## src/pkg/mpc_pkg.sv

```systemverilog
package mpc_pkg;
   // Register byte addresses
   localparam logic [4:0] ADR_CDB_LO = 5'h00;
   localparam logic [4:0] ADR_CDB_MID = 5'h04;
   localparam logic [4:0] ADR_CDB_HI = 5'h08;
   localparam logic [4:0] ADR_CTRL = 5'h0C;
   localparam logic [4:0] ADR_STATUS = 5'h10;
   localparam logic [4:0] ADR_SENSE = 5'h14;
   localparam logic [4:0] ADR_SELECT = 5'h18;
   localparam logic [4:0] ADR_RESEL = 5'h1C;
   // Control and status bit positions
   localparam int CTRL_EXEC = 0;
   localparam int CTRL_FORMAT = 1;
   localparam int ST_CMD_ERR = 0;
   localparam int ST_SEL_ARMED = 1;
   localparam int ST_SPUN = 2;
   localparam int ST_MEDIUM = 3;
   localparam int ST_RESEL_FAIL = 4;
   localparam int ST_SEL_DONE = 5;
   localparam int ST_LEN_LSB = 8;
   localparam int ST_SENSE_KEY_LSB = 16;
   // Command codes
   localparam logic [7:0] OP_MODE_SELECT10 = 8'h55;
   localparam logic [7:0] OP_MODE_SENSE6 = 8'h1A;
   localparam logic [5:0] PAGE_READ_AHEAD = 6'h38;
   localparam logic [5:0] PAGE_ALL = 6'h3F;
   localparam logic [7:0] PAGE_LEN = 8'h0E;
   localparam logic [7:0] PAGE_TOTAL = 8'h10;
   localparam logic [3:0] SENSE_KEY_ABORTED = 4'hB;
   // Page byte 2 layout
   localparam int B2_CE = 4;
   localparam logic [3:0] SEG_WHOLE = 4'h0;
   localparam logic [3:0] SEG_FOUR = 4'h4;
   // Defaults and changeable masks
   localparam logic [7:0] DEF_B2 = 8'h10;
   localparam logic [7:0] DEF_THR = 8'h10;
   localparam logic [7:0] DEF_MAX = 8'h20;
   localparam logic [7:0] CHG_B2 = 8'h1F;
   localparam logic [7:0] CHG_THR = 8'hFF;
   localparam logic [7:0] CHG_MAX = 8'hFF;
   localparam logic [7:0] RESEL_DEF = 8'h00;
   typedef enum logic [1:0] {PC_CURRENT, PC_CHANGEABLE, PC_DEFAULT, PC_SAVED} mpc_pc_t;
endpackage : mpc_pkg

```

## src/pkg/mpc_resel_if.sv

```systemverilog
`timescale 1ns/10ps
`default_nettype none
interface mpc_resel_if;
   logic start;
   logic fail;
   logic ok;
   logic [7:0] limit;
   logic retry;
   logic abort;
   modport ctl (output start, fail, ok, limit, input retry, abort);
   modport eng (input start, fail, ok, limit, output retry, abort);
endinterface : mpc_resel_if
`default_nettype wire

```

## src/mpc_decoder.sv

```systemverilog
// Operation
// - Zero retry count: reselect forever
// - Exhausted retries: abort, aborted-command sense
// - Page code 38h, page length 0Eh
// - Savable bit only meaningful in sense data
// - Cache enable bit gates read-ahead
// - Byte2 enable+segments, byte3 threshold, byte4 max
// - Segments zero whole buffer, four split
// - Read-ahead only if length within threshold
// - Select opcode 55h, flags, length, control
// - Sense opcode 1Ah, field layout, zero bytes
// - Page control picks one of four sets
// - Reset loads current set from defaults
// - Medium ready: saved set becomes current
// - Select changes current only after spin-up
// - Format copies current into saved
// - Saved set written on format or on select with the SP bit set
// - Changeable set shows alterable bits
// - Truncate to allocation length, zero allowed
`timescale 1ns/10ps
`default_nettype none
module mpc_decoder import mpc_pkg::*; (
   // Clock and reset
   input wire logic i_mclk,
   input wire logic i_reset,
   // Avalon-MM slave
   input wire logic [4:0] i_avs_address,
   input wire logic i_avs_read,
   input wire logic i_avs_write,
   input wire logic [31:0] i_avs_writedata,
   input wire logic [3:0] i_avs_byteenable,
   output logic [31:0] o_avs_readdata,
   output logic o_avs_waitrequest,
   // Drive state pins
   input wire logic i_spinup_done,
   input wire logic i_medium_ready,
   // Reselection events
   input wire logic i_resel_start,
   input wire logic i_resel_fail,
   input wire logic i_resel_ok,
   output logic o_resel_retry,
   output logic o_cmd_abort,
   // Read-ahead control and save strobe
   input wire logic i_xfer_valid,
   input wire logic [7:0] i_xfer_len,
   output logic o_ra_start,
   output logic o_ra_enable,
   output logic o_seg_four,
   output logic [7:0] o_max_prefetch,
   output logic o_save_write
);
   logic ack_r;
   logic [31:0] rdata_r;
   logic [7:0] cdb_r [0:9];
   logic [7:0] sel_buf_r [0:15];
   logic [1:0] spin_s_r, med_s_r;
   logic med_d_r;
   logic [7:0] cur_b2_r, cur_thr_r, cur_max_r;
   logic [7:0] sav_b2_r, sav_thr_r, sav_max_r;
   logic [7:0] snap_b2_r, snap_thr_r, snap_max_r;
   logic [7:0] sense_len_r, sense_idx_r, resel_lim_r;
   logic [15:0] plist_len_r, sel_idx_r;
   logic sel_armed_r, sel_sp_r, apply_r, err_r, sel_done_r, resel_fail_r, save_r;
   logic ra_start_r;
   logic [3:0] sense_key_r;

   mpc_resel_if rsi ();
   mpc_resel u_resel (.i_mclk(i_mclk), .i_reset(i_reset), .rs(rsi.eng));
   assign rsi.start = i_resel_start;
   assign rsi.fail = i_resel_fail;
   assign rsi.ok = i_resel_ok;
   assign rsi.limit = resel_lim_r;
   assign o_resel_retry = rsi.retry;
   assign o_cmd_abort = rsi.abort;

   // One wait state; side effects only on the completing edge
   wire logic req = i_avs_read || i_avs_write;
   wire logic wr_go = i_avs_write && ack_r;
   wire logic rd_go = i_avs_read && ack_r;
   assign o_avs_waitrequest = req && !ack_r;
   assign o_avs_readdata = rdata_r;

   wire logic spun = spin_s_r[1];
   wire logic med = med_s_r[1];
   wire logic med_rise = med && !med_d_r;
   wire logic exec = wr_go && i_avs_address == ADR_CTRL && i_avs_writedata[CTRL_EXEC];
   wire logic fmt_go = wr_go && i_avs_address == ADR_CTRL && i_avs_writedata[CTRL_FORMAT];
   wire logic op_sel = cdb_r[0] == OP_MODE_SELECT10;
   wire logic op_sense = cdb_r[0] == OP_MODE_SENSE6;
   wire mpc_pc_t pc = mpc_pc_t'(cdb_r[2][7:6]);
   wire logic [5:0] pcode = cdb_r[2][5:0];
   wire logic sense_ok = (pcode == PAGE_READ_AHEAD || pcode == PAGE_ALL)
      && cdb_r[1][4:0] == 5'h00 && cdb_r[3] == 8'h00;
   wire logic [15:0] plist_len = {cdb_r[7], cdb_r[8]};
   wire logic sel_wr = wr_go && i_avs_address == ADR_SELECT && sel_armed_r;

   // Merge only changeable bits of the sent page
   wire logic [7:0] m_b2 = (cur_b2_r & ~CHG_B2) | (sel_buf_r[2] & CHG_B2);
   wire logic [7:0] m_thr = (cur_thr_r & ~CHG_THR) | (sel_buf_r[3] & CHG_THR);
   wire logic [7:0] m_max = (cur_max_r & ~CHG_MAX) | (sel_buf_r[4] & CHG_MAX);
   // Savable bit in byte 0 of the sent page is ignored
   wire logic page_good = sel_buf_r[0][5:0] == PAGE_READ_AHEAD && sel_buf_r[1] == PAGE_LEN
      && (m_b2[3:0] == SEG_WHOLE || m_b2[3:0] == SEG_FOUR);
   wire logic apply_ok = apply_r && page_good && spun;

   function automatic logic [7:0] page_byte(input logic [7:0] idx);
      case (idx)
         8'h00: page_byte = {1'b1, 1'b0, PAGE_READ_AHEAD};
         8'h01: page_byte = PAGE_LEN;
         8'h02: page_byte = snap_b2_r;
         8'h03: page_byte = snap_thr_r;
         8'h04: page_byte = snap_max_r;
         default: page_byte = 8'h00;
      endcase
   endfunction

   always_ff @(posedge i_mclk or posedge i_reset) begin
      if (i_reset) begin
         spin_s_r <= 2'b00;
         med_s_r <= 2'b00;
         med_d_r <= 1'b0;
      end else begin
         spin_s_r <= {spin_s_r[0], i_spinup_done};
         med_s_r <= {med_s_r[0], i_medium_ready};
         med_d_r <= med;
      end
   end

   // Bus handshake and read data
   always_ff @(posedge i_mclk or posedge i_reset) begin
      if (i_reset) begin
         ack_r <= 1'b0;
         rdata_r <= 32'h0000_0000;
      end else begin
         ack_r <= req && !ack_r;
         if (i_avs_read && !ack_r) begin
            if (i_avs_address == ADR_CDB_LO) begin
               rdata_r <= {cdb_r[3], cdb_r[2], cdb_r[1], cdb_r[0]};
            end else if (i_avs_address == ADR_CDB_MID) begin
               rdata_r <= {cdb_r[7], cdb_r[6], cdb_r[5], cdb_r[4]};
            end else if (i_avs_address == ADR_CDB_HI) begin
               rdata_r <= {16'h0000, cdb_r[9], cdb_r[8]};
            end else if (i_avs_address == ADR_STATUS) begin
               rdata_r <= {12'h000, sense_key_r, sense_len_r, 2'b00, sel_done_r,
                  resel_fail_r, med, spun, sel_armed_r, err_r};
            end else if (i_avs_address == ADR_SENSE) begin
               rdata_r <= {24'h000000, (sense_idx_r < sense_len_r) ? page_byte(sense_idx_r)
                  : 8'h00};
            end else if (i_avs_address == ADR_RESEL) begin
               rdata_r <= {24'h000000, resel_lim_r};
            end else begin
               rdata_r <= 32'h0000_0000;
            end
         end
      end
   end

   // Command block and retry limit
   always_ff @(posedge i_mclk or posedge i_reset) begin
      if (i_reset) begin
         for (int i = 0; i < 10; i++) begin
            cdb_r[i] <= 8'h00;
         end
         resel_lim_r <= RESEL_DEF;
      end else if (wr_go) begin
         for (int b = 0; b < 4; b++) begin
            if (i_avs_byteenable[b]) begin
               if (i_avs_address == ADR_CDB_LO) begin
                  cdb_r[b] <= i_avs_writedata[8*b +: 8];
               end else if (i_avs_address == ADR_CDB_MID) begin
                  cdb_r[b+4] <= i_avs_writedata[8*b +: 8];
               end else if (i_avs_address == ADR_CDB_HI && b < 2) begin
                  cdb_r[b+8] <= i_avs_writedata[8*b +: 8];
               end else if (i_avs_address == ADR_RESEL && b == 0) begin
                  resel_lim_r <= i_avs_writedata[7:0];
               end
            end
         end
      end
   end

   // Sense snapshot and read pointer
   always_ff @(posedge i_mclk or posedge i_reset) begin
      if (i_reset) begin
         snap_b2_r <= 8'h00;
         snap_thr_r <= 8'h00;
         snap_max_r <= 8'h00;
         sense_len_r <= 8'h00;
         sense_idx_r <= 8'h00;
      end else if (exec && op_sense && sense_ok) begin
         case (pc)
            PC_CURRENT: begin
               snap_b2_r <= cur_b2_r;
               snap_thr_r <= cur_thr_r;
               snap_max_r <= cur_max_r;
            end
            PC_CHANGEABLE: begin
               snap_b2_r <= CHG_B2;
               snap_thr_r <= CHG_THR;
               snap_max_r <= CHG_MAX;
            end
            PC_DEFAULT: begin
               snap_b2_r <= DEF_B2;
               snap_thr_r <= DEF_THR;
               snap_max_r <= DEF_MAX;
            end
            default: begin
               snap_b2_r <= sav_b2_r;
               snap_thr_r <= sav_thr_r;
               snap_max_r <= sav_max_r;
            end
         endcase
         sense_len_r <= (cdb_r[4] < PAGE_TOTAL) ? cdb_r[4] : PAGE_TOTAL;
         sense_idx_r <= 8'h00;
      end else if (rd_go && i_avs_address == ADR_SENSE && sense_idx_r < sense_len_r) begin
         sense_idx_r <= sense_idx_r + 8'h01;
      end
   end

   // Select data collection
   always_ff @(posedge i_mclk or posedge i_reset) begin
      if (i_reset) begin
         sel_armed_r <= 1'b0;
         sel_sp_r <= 1'b0;
         plist_len_r <= 16'h0000;
         sel_idx_r <= 16'h0000;
         apply_r <= 1'b0;
         for (int i = 0; i < 16; i++) begin
            sel_buf_r[i] <= 8'h00;
         end
      end else begin
         apply_r <= 1'b0;
         if (exec && op_sel) begin
            // Zero length moves no data and changes nothing
            sel_armed_r <= plist_len != 16'h0000;
            sel_sp_r <= cdb_r[1][0];
            plist_len_r <= plist_len;
            sel_idx_r <= 16'h0000;
         end else if (sel_wr) begin
            if (sel_idx_r < 16'h0010) begin
               sel_buf_r[sel_idx_r[3:0]] <= i_avs_writedata[7:0];
            end
            sel_idx_r <= sel_idx_r + 16'h0001;
            if (sel_idx_r + 16'h0001 == plist_len_r) begin
               sel_armed_r <= 1'b0;
               apply_r <= 1'b1;
            end
         end
      end
   end

   // Current and saved parameter sets
   always_ff @(posedge i_mclk or posedge i_reset) begin
      if (i_reset) begin
         cur_b2_r <= DEF_B2;
         cur_thr_r <= DEF_THR;
         cur_max_r <= DEF_MAX;
      end else if (med_rise) begin
         cur_b2_r <= sav_b2_r;
         cur_thr_r <= sav_thr_r;
         cur_max_r <= sav_max_r;
      end else if (apply_ok) begin
         cur_b2_r <= m_b2;
         cur_thr_r <= m_thr;
         cur_max_r <= m_max;
      end
   end

   // Saved set stands for the copy kept on the medium
   always_ff @(posedge i_mclk or posedge i_reset) begin
      if (i_reset) begin
         sav_b2_r <= DEF_B2;
         sav_thr_r <= DEF_THR;
         sav_max_r <= DEF_MAX;
         save_r <= 1'b0;
      end else begin
         save_r <= 1'b0;
         if (apply_ok && sel_sp_r) begin
            sav_b2_r <= m_b2;
            sav_thr_r <= m_thr;
            sav_max_r <= m_max;
            save_r <= 1'b1;
         end else if (fmt_go) begin
            sav_b2_r <= cur_b2_r;
            sav_thr_r <= cur_thr_r;
            sav_max_r <= cur_max_r;
            save_r <= 1'b1;
         end
      end
   end
   assign o_save_write = save_r;

   // Status flags; a new event beats a same-cycle clear
   wire logic st_clr = wr_go && i_avs_address == ADR_STATUS;
   wire logic err_set = (exec && !((op_sel) || (op_sense && sense_ok))) || (apply_r && !apply_ok);
   always_ff @(posedge i_mclk or posedge i_reset) begin
      if (i_reset) begin
         err_r <= 1'b0;
         sel_done_r <= 1'b0;
         resel_fail_r <= 1'b0;
         sense_key_r <= 4'h0;
      end else begin
         if (err_set) begin
            err_r <= 1'b1;
         end else if (st_clr && i_avs_writedata[ST_CMD_ERR]) begin
            err_r <= 1'b0;
         end
         if (apply_ok) begin
            sel_done_r <= 1'b1;
         end else if (st_clr && i_avs_writedata[ST_SEL_DONE]) begin
            sel_done_r <= 1'b0;
         end
         if (rsi.abort) begin
            resel_fail_r <= 1'b1;
            sense_key_r <= SENSE_KEY_ABORTED;
         end else if (st_clr && i_avs_writedata[ST_RESEL_FAIL]) begin
            resel_fail_r <= 1'b0;
            sense_key_r <= 4'h0;
         end
      end
   end

   // Read-ahead decision
   always_ff @(posedge i_mclk or posedge i_reset) begin
      if (i_reset) begin
         ra_start_r <= 1'b0;
      end else begin
         ra_start_r <= i_xfer_valid && cur_b2_r[B2_CE] && i_xfer_len <= cur_thr_r;
      end
   end
   assign o_ra_start = ra_start_r;
   assign o_ra_enable = cur_b2_r[B2_CE];
   assign o_seg_four = cur_b2_r[3:0] == SEG_FOUR;
   assign o_max_prefetch = cur_max_r;
endmodule : mpc_decoder
`default_nettype wire

```

## src/mpc_resel.sv

```systemverilog
`timescale 1ns/10ps
`default_nettype none
module mpc_resel (
   // Clock and reset
   input wire logic i_mclk,
   input wire logic i_reset,
   // Control side
   mpc_resel_if.eng rs
);
   logic active_r;
   logic [7:0] cnt_r;
   logic retry_r;
   logic abort_r;
   wire logic last = (rs.limit != 8'h00) && (cnt_r + 8'h01 >= rs.limit);

   always_ff @(posedge i_mclk or posedge i_reset) begin
      if (i_reset) begin
         active_r <= 1'b0;
         cnt_r <= 8'h00;
         retry_r <= 1'b0;
         abort_r <= 1'b0;
      end else begin
         retry_r <= 1'b0;
         abort_r <= 1'b0;
         if (rs.start) begin
            active_r <= 1'b1;
            cnt_r <= 8'h00;
         end else if (rs.ok) begin
            active_r <= 1'b0;
         end else if (rs.fail && active_r) begin
            if (rs.limit == 8'h00) begin
               retry_r <= 1'b1;
            end else if (last) begin
               abort_r <= 1'b1;
               active_r <= 1'b0;
            end else begin
               retry_r <= 1'b1;
               cnt_r <= cnt_r + 8'h01;
            end
         end
      end
   end
   assign rs.retry = retry_r;
   assign rs.abort = abort_r;
endmodule : mpc_resel
`default_nettype wire

```

## config.mk

```make
export PLATFORM = sky130hd
export DESIGN_NAME = mpc_decoder
export DESIGN_NICKNAME = d
export VERILOG_FILES = /design/src/pkg/mpc_pkg.sv /design/src/pkg/mpc_resel_if.sv /design/src/mpc_decoder.sv /design/src/mpc_resel.sv
export SDC_FILE = /design/constraint.sdc
export NUM_CORES = 1
export LEC_CHECK = 0
export BUFFER_PORTS_ARGS = -buffer_cell sky130_fd_sc_hd__buf_2
export CORE_ASPECT_RATIO = 1.1
export CORE_MARGIN = 4
export CORE_UTILIZATION = 40
export DETAILED_ROUTE_END_ITERATION = 16
export GPL_TIMING_DRIVEN = 0
export SYNTH_ARGS = -nofsm -noshare
export SYNTH_HDL_FRONTEND = slang
export SYNTH_HIERARCHICAL = 1
export SYNTH_SLANG_ARGS = --single-unit
```

## constraint.sdc

```tcl
create_clock -name i_mclk -period 26.8 [get_ports i_mclk]
set_clock_uncertainty 0.05 [all_clocks]
set_input_delay 1.34 -clock i_mclk [delete_from_list [all_inputs] [get_ports i_mclk]]
set_output_delay 1.34 -clock i_mclk [all_outputs]
set_load 0.005 [all_outputs]
```

==> flow_summary_export.csv, run 1 <==
group,metric,value,unit
run_status,status,"complete, no violations",
logic_synthesis,synthFlopType,"dfrtp_1",
power_and_ir_drop,seq_power_share,0.462,
logic_synthesis,syn_inst,1391,
run,cap_violations,0,
setup_path,worstPathRequired,27.16,ns
logic_synthesis,synth_top_area_frac,0.4949,
timing,fin_crit,3.505,ns
timing,slew_violations,0,
die,initial_core_util,0.4079,
cts,cts_hold_buf,0,
timing,max_slew.worst_pin.slew,1.117,ns
logic_synthesis,ys.warnings.count,6,
power_and_ir_drop,swShare,0.2628,
cts,numCtsBuffers,35,
logic_synthesis,synthTopCellsByCount,"dfrtp_1 (294), mux2_2 (168), nand2_1 (125)",
die,die_h,210.2,µm
timing,fin_crit_sh,0.1308,
setup_path,r2r_setup_slack,23.76,ns
power_and_ir_drop,p_sw,285.1,µW
cts,insertion_delay,0.53,ns
setup_path,cp_num_buf_inv,2,
detailed_routing,drtPass1Iterations,5,
detailed_routing,drt_iter0_drc,727,
power_and_ir_drop,power.density,63.27,nW/µm²
logic_synthesis,synthMuxAreaShare,0.1636,
logic_synthesis,netlist_area,14860,µm²
global_route,first_global_vias,11390,
setup_path,slowest_delay,0.83,ns
setup_path,arrival,3.86,ns
placement,dp.cells,1982,
finish,drive_gt1_frac,0.2347,
die,num_io_pins,106,
global_route,globalRouteMet3Util,0.03047,
logic_synthesis,ys_ff_latch,300,
die,dieArea,40310,µm²
logic_synthesis,post-synth-top-count-cell,"dfrtp_1",
finish,area_growth_syn_to_layout,15.35,%
setup_path,cp.depth,7,
setup_path,end_kind,"flip-flop",
placement,portBuffers,102,
cts,cts.sinks,300,
die,rows,73,
worst_hold_path,min_path_type,"reg -> reg",
logic_synthesis,synth_compound_area_frac,0.1265,
logic_synthesis,seq_area_frac_synth,0.5056,
setup_path,crit_family,"simple AND/OR/NAND/NOR gates",
setup_path,crit_chain,"buf_2 -> nor4_2 -> nand2b_1 -> nor2_1 -> and2_1 -> buf_2 -> mux2_2",
die,die_x,191.8,µm
cts,htree_levels,2,
cts,cts_resized,0,
finish,final_cells,2038,
timing,maxClockFrequency,0.2853,GHz
cts,cts_buffer_depth,3,
setup_path,timing.rr.start,"u_resel/cnt_r[2]$_DFFE_PP0P_",
logic_synthesis,synth_nets,1485,
cts,cts_root_buf,"clkbuf_16",
detailed_routing,viasPerCell,5.472,
cts,path_clk_slew,0.05,ns
timing,tns,0,ns
logic_synthesis,async_reset_ff_frac,1.000,
logic_synthesis,synthTopCellsByArea,"dfrtp_1 (49%), mux2_2 (13%), o21ai_0 (3.8%)",
power_and_ir_drop,clkPwrFrac,0.425,
detailed_routing,ant_nets,0,
detailed_routing,wl,40.79,mm
detailed_routing,avgRoutedWirePerCell,20.02,µm
cts,cts_tree,"yes",
detailed_routing,route.vias.total,11150,
finish,n_antenna_cell,0,
detailed_routing,drc,0,
timing,maxSlewHeadroom,0.2493,
power_and_ir_drop,irDropWorstVdd,0.03592,mV
setup_path,startpoint,"i_avs_address[3]",
logic_synthesis,synthXorXnorAreaFrac,0.01751,
global_route,grt_use_met2,0.3391,
logic_synthesis,synth.lib_cells_used.distinct,69,
logic_synthesis,yosys.area_share.simple,0.1233,
power_and_ir_drop,power.leakage,8.185,nW
timing,setup_viol,0,
worst_hold_path,holdPathStages,0,
logic_synthesis,avgSynthCellArea,10.69,µm²
cts,post-cts-setup-buffers,0,
global_route,grt.busiest_layer,"met2",
placement,dpl.hpwl,29.17,mm
timing,hold-worst-slack,0.3009,ns
logic_synthesis,synthAdderAreaFrac,0.02946,
timing,rsz0062_at_grt,"no",
finish,nets,1626,
setup_path,slowest_stage,"nor4_2",
worst_hold_path,hp-start,"med_s_r[0]$_DFF_PP0_",
global_route,grtUsageTotal,0.2010,
logic_synthesis,yosys.area.top_type,"dfrtp_1",
placement,gp_congestion,0.8583,
setup_path,worstPathMaxFanout,10,
global_route,antenna_found_initial,0,
logic_synthesis,synth_top_family_by_area,"multiplexers",
setup_path,worstSetupPathType,"in -> reg",
power_and_ir_drop,combPwrFrac,0.113,
setup_path,cp-start-kind,"input port",
global_route,globalRouteOverflowTotal,0,
die,core_area,36440,µm²
global_route,use_met1,0.2739,
global_route,grt_max_degree,130,
global_route,grt_pass1_wl,63.96,mm
setup_path,rr_worst_depth,11,
power_and_ir_drop,power.internal,799.7,µW
logic_synthesis,synth_edf_count,0,
setup_path,cp_common_cell,"buf_2",
timing,hold_viol_final,0,
-- kinds of logic after synthesis --
logic type               after synthesis
AO/OA/AOI/OAI                        313
buffers and inverters                129
flip-flops                           300
multiplexers                         222
XOR/XNOR                              28
adder cells (fa/ha/maj)               35
AND/OR/NAND/NOR                      364
-- flip-flops by register name, summed over array words and instances, names as in the netlist, 16 cells and up --
| register | cells |
|---|---|
| cdb_r | 80 |
| o_avs_readdata | 32 |
| sel_buf_r | 19 |
| plist_len_r | 16 |
| sel_idx_r | 16 |
-- final timing paths --
kind / end
worst max-delay path: cdb_r[59]$_DFFE_PP0P_
worst min-delay path: med_s_r[1]$_DFF_PP0_
worst max register to register: u_resel/cnt_r[4]$_DFFE_PP0P_
worst min register to register: med_s_r[1]$_DFF_PP0_
max in group asynchronous: sel_idx_r[7]$_DFFE_PP0P_
min in group asynchronous: sense_idx_r[6]$_DFFE_PP0P_
-- placed cells by master, fill, tap and decap left out, types with 14 or more instances in the layout --
master,synthesis,layout
inv_1,46,45
buf_2,17,119
nand2b_1,14,14
clkbuf_16,0,35
nor2_1,76,76
mux2i_1,54,54
xnor2_1,15,15
nor3_1,15,15
nand2_1,125,125
a21oi_1,95,95
nand3_1,27,27
o21ai_0,113,113
o31ai_1,22,22
mux2_2,168,168
dfrtp_1,294,294
clkbuf_1,58,62
ha_1,35,35
nor4_1,15,15
-- final cells by class --
type	count	area (µm²)
clock buffers	49	1028
inverters	46	180.2
flip-flops and latches	300	7515
fillers	3424	19300
well taps	487	609.3
repair buffers	104	565.5
clock inverters	7	71.32
plain buffers	83	332.8
multi-input cells	962	6844
-- worst reg2reg max path, cell delays in order, from the launching register on --
cell,delay [ns]
dfrtp_1,0.33
clkbuf_1,0.29
and3_1,0.24
and2_1,0.16
nand4_1,0.15
xnor2_1,0.23
ha_1,0.28
and4_1,0.18
o21ai_1,0.23
nor2_2,0.08
nor4b_1,0.34
mux2_2,0.37
-- power by group through the flow --
| stage | registers, mW | logic [mW] | clock network [mW] |
|---|---|---|---|
| after CTS | 0.501 | 0.124 | 0.473 |
| after floorplan | 0.500 | 0.0776 | 0 |
| after detailed placement | 0.509 | 0.123 | 0 |
| final | 0.501 | 0.122 | 0.462 |
| after global placement | 0.508 | 0.120 | 0 |
| after global routing | 0.504 | 0.136 | 0.490 |
-- per-stage QoR --
stage | cell area [µm²] | power [mW] | setup slack, ns | util
after floorplan | 14860 | 0.5774 | 17.44 | -
after detailed placement | 16050 | 0.6318 | 22.84 | 0.4403
final | 17150 | 1.085 | 23.30 | 0.4705
after global routing | 17150 | 1.129 | 23.25 | 0.4705
after CTS | 17150 | 1.097 | 23.39 | 0.4705
after global placement | 15980 | 0.6279 | 13.93 | 0.4386
-- layer usage --
layer  vias up  share of wire
met5         -              0
met4         0          0.018
met3        42          0.042
met2       246           0.49
met1      5587           0.45
li1       5277              -
Power figures use the tool's default switching activity.
==> run 2: changes to the inputs <==
Clock period 26.8 ns to 3.2 ns, I/O delays scaled along.
==> run 2 against run 1 <==
  * Sequential cell count unchanged
  * Non-clock buffer count increased by 41
  * Sequential share of layout area decreased by 1.3 points
  * Power increased to 8.6 times the previous value
  * Core utilization increased by 1.4 points
  * Global-route usage increased by 0.26 points
  * Via count increased by 2.9%
  * Hold slack got worse by 0.27 ns
  * Clock power increased to 8.7 times the previous value
  * Critical path type is now reg -> reg
  * Largest cell class unchanged
==> flow_summary_export.csv, run 2 (synthesis gave the netlist of run 1 again) <==
group,metric,value,unit
timing,hold_viol_final,0,
power_and_ir_drop,swShare,0.2595,
finish,largest_register_ffs,80,
cts,cts_root_buf,"clkbuf_16",
finish,layout_commonest_cell,"dfrtp_1",
power_and_ir_drop,clkPwrFrac,0.432,
run_status,status,"complete, no violations",
die,rows,73,
finish,final_cell_mix,"dfrtp_1 (294), mux2_2 (168), nand2_1 (125)",
placement,place_ws,0.1480,ns
global_route,first_global_vias,11520,
cts,insertion_delay,0.52,ns
detailed_routing,viasPerCell,5.505,
setup_path,worstSetupPathType,"reg -> reg",
placement,placed_area,16150,µm²
timing,slew_violations,0,
setup_path,arrival,3.24,ns
timing,tns,0,ns
cts,cts_buffer_depth,3,
timing,worst_slack,0.2940,ns
cts,post-cts-setup-buffers,0,
finish,drive_gt1_frac,0.2313,
die,die_x,191.8,µm
timing,maxClockFrequency,0.3441,GHz
timing,fin_crit,2.906,ns
run,cap_violations,0,
worst_hold_path,holdPathStages,3,
placement,portBuffers,102,
timing,maxSlewHeadroom,0.2729,
global_route,antenna_found_initial,2,
global_route,grt_use_met2,0.3372,
detailed_routing,avgRoutedWirePerCell,19.85,µm
cts,cts.sinks,300,
detailed_routing,drt_iter0_drc,766,
global_route,grtUsageTotal,0.2036,
timing,setup_viol,0,
global_route,grt.busiest_layer,"met2",
placement,gp_congestion,0.8603,
setup_path,rr_worst_depth,10,
setup_path,end_kind,"flip-flop",
setup_path,cp-start-kind,"flip-flop",
finish,fillers,3416,
power_and_ir_drop,combPwrFrac,0.116,
global_route,globalRouteMet3Util,0.02650,
die,dieArea,40310,µm²
detailed_routing,drc,0,
setup_path,worstPathMaxFanout,8,
setup_path,worstPathRequired,3.54,ns
global_route,grt_max_degree,43,
timing,max_slew.worst_pin.slew,1.082,ns
global_route,globalRouteOverflowTotal,0,
power_and_ir_drop,power.internal,6.875,mW
die,core_area,36440,µm²
worst_hold_path,min_path_type,"in -> reg",
die,die_h,210.2,µm
finish,nets,1666,
finish,area_growth_syn_to_layout,18.85,%
detailed_routing,drtPass1Iterations,5,
die,num_io_pins,106,
cts,numCtsBuffers,34,
power_and_ir_drop,p_sw,2.409,mW
detailed_routing,route.vias.total,11470,
detailed_routing,ant_nets,0,
die,initial_core_util,0.4079,
global_route,use_met1,0.2807,
timing,rsz0062_at_grt,"no",
placement,dpl.hpwl,29.95,mm
cts,cts_tree,"yes",
power_and_ir_drop,power.density,525.5,nW/µm²
power_and_ir_drop,power.leakage,8.396,nW
cts,htree_levels,2,
finish,design_area,17670,µm²
cts,path_clk_slew,0.06,ns
global_route,grt_pass1_wl,65.20,mm
timing,hold-worst-slack,0.03493,ns
detailed_routing,wl,41.36,mm
finish,top_register,"cdb_r",
timing,fin_crit_sh,0.9081,
power_and_ir_drop,seq_power_share,0.452,
power_and_ir_drop,irDropWorstVdd,0.3195,mV
## run 2: changes by cell type in the layout (fill, tap and decap cells not counted), sizes merged
cell,before,now
clkbuf,107,109
buf,129,135
clkinvlp,0,1
diode,0,2
clkinv,3,4
dlygate4sd3,0,36
bufinv,1,3
inv,49,45
## run 2: final cells by class
class / instances / area (µm²) / area share
diodes: 2 / 5.005 / 0.0002833
plain buffers: 82 / 329.1 / 0.01863
clock buffers: 52 / 1020 / 0.05772
clock inverters: 7 / 132.6 / 0.007507
inverters: 46 / 176.4 / 0.009986
multi-input cells: 962 / 6849 / 0.3877
flip-flops and latches: 300 / 7515 / 0.4254
well taps: 487 / 609.3 / 0.03449
repair buffers: 146 / 1031 / 0.05836
## run 2: final timing paths
check                                                 endpoint                         start  slack (ns)
max in group asynchronous              cur_b2_r[4]$_DFFE_PP1P_                       i_reset        1.48
worst min-delay path                     cdb_r[14]$_DFFE_PP0P_            i_avs_writedata[6]        0.03
worst max register to register    u_resel/cnt_r[4]$_DFFE_PP0P_  u_resel/cnt_r[2]$_DFFE_PP0P_        0.29
worst max-delay path              u_resel/cnt_r[4]$_DFFE_PP0P_  u_resel/cnt_r[2]$_DFFE_PP0P_        0.29
min in group asynchronous       o_avs_readdata[14]$_DFFE_PP0P_                       i_reset        0.19
worst min register to register            med_s_r[1]$_DFF_PP0_          med_s_r[0]$_DFF_PP0_        0.30
## run 2: power by group through the flow
stage | combinational, mW | clock, mW | sequential, mW
2_1_floorplan | 0.651 | 0 | 4.19
5_1_grt | 1.21 | 4.24 | 4.22
6_report | 1.08 | 4.01 | 4.19
4_1_cts | 1.09 | 4.10 | 4.19
3_3_place_gp | 1.00 | 0 | 4.26
3_5_place_dp | 1.05 | 0 | 4.26
## run 2: per-stage QoR
stage / power [mW] / util / instances
after global routing: 9.668 / 0.4848 / 2084
final: 9.284 / 0.4848 / 2084
after floorplan: 4.837 / - / 1391
after global placement: 5.261 / 0.4387 / 1980
after detailed placement: 5.309 / 0.4431 / 1988
after CTS: 9.378 / 0.4846 / 2083
## run 2: worst max-delay path: stages (launching register included)
cell and delay [ns]:
dfrtp_1 0.49, and3_1 0.22, and2_1 0.15, nand4_1 0.16, xnor2_1 0.23, ha_1 0.27
and4_1 0.18, o21ai_1 0.22, nor2_2 0.08, nor4b_1 0.37, mux2_2 0.37
## run 2: routing by layer
| layer | part of all wire | vias up |
|---|---|---|
| met2 | 0.48 | 290 |
| li1 | - | 5357 |
| met5 | 0 | - |
| met1 | 0.45 | 5758 |
| met4 | 0.029 | 0 |
| met3 | 0.042 | 68 |
## run 2: what timing repair did
item,4_1_cts,5_1_grt
hold endpoints to repair,92,0
hold buffers,36,0
gates resized for setup,0,1
endpoints found under the setup margin,0,4
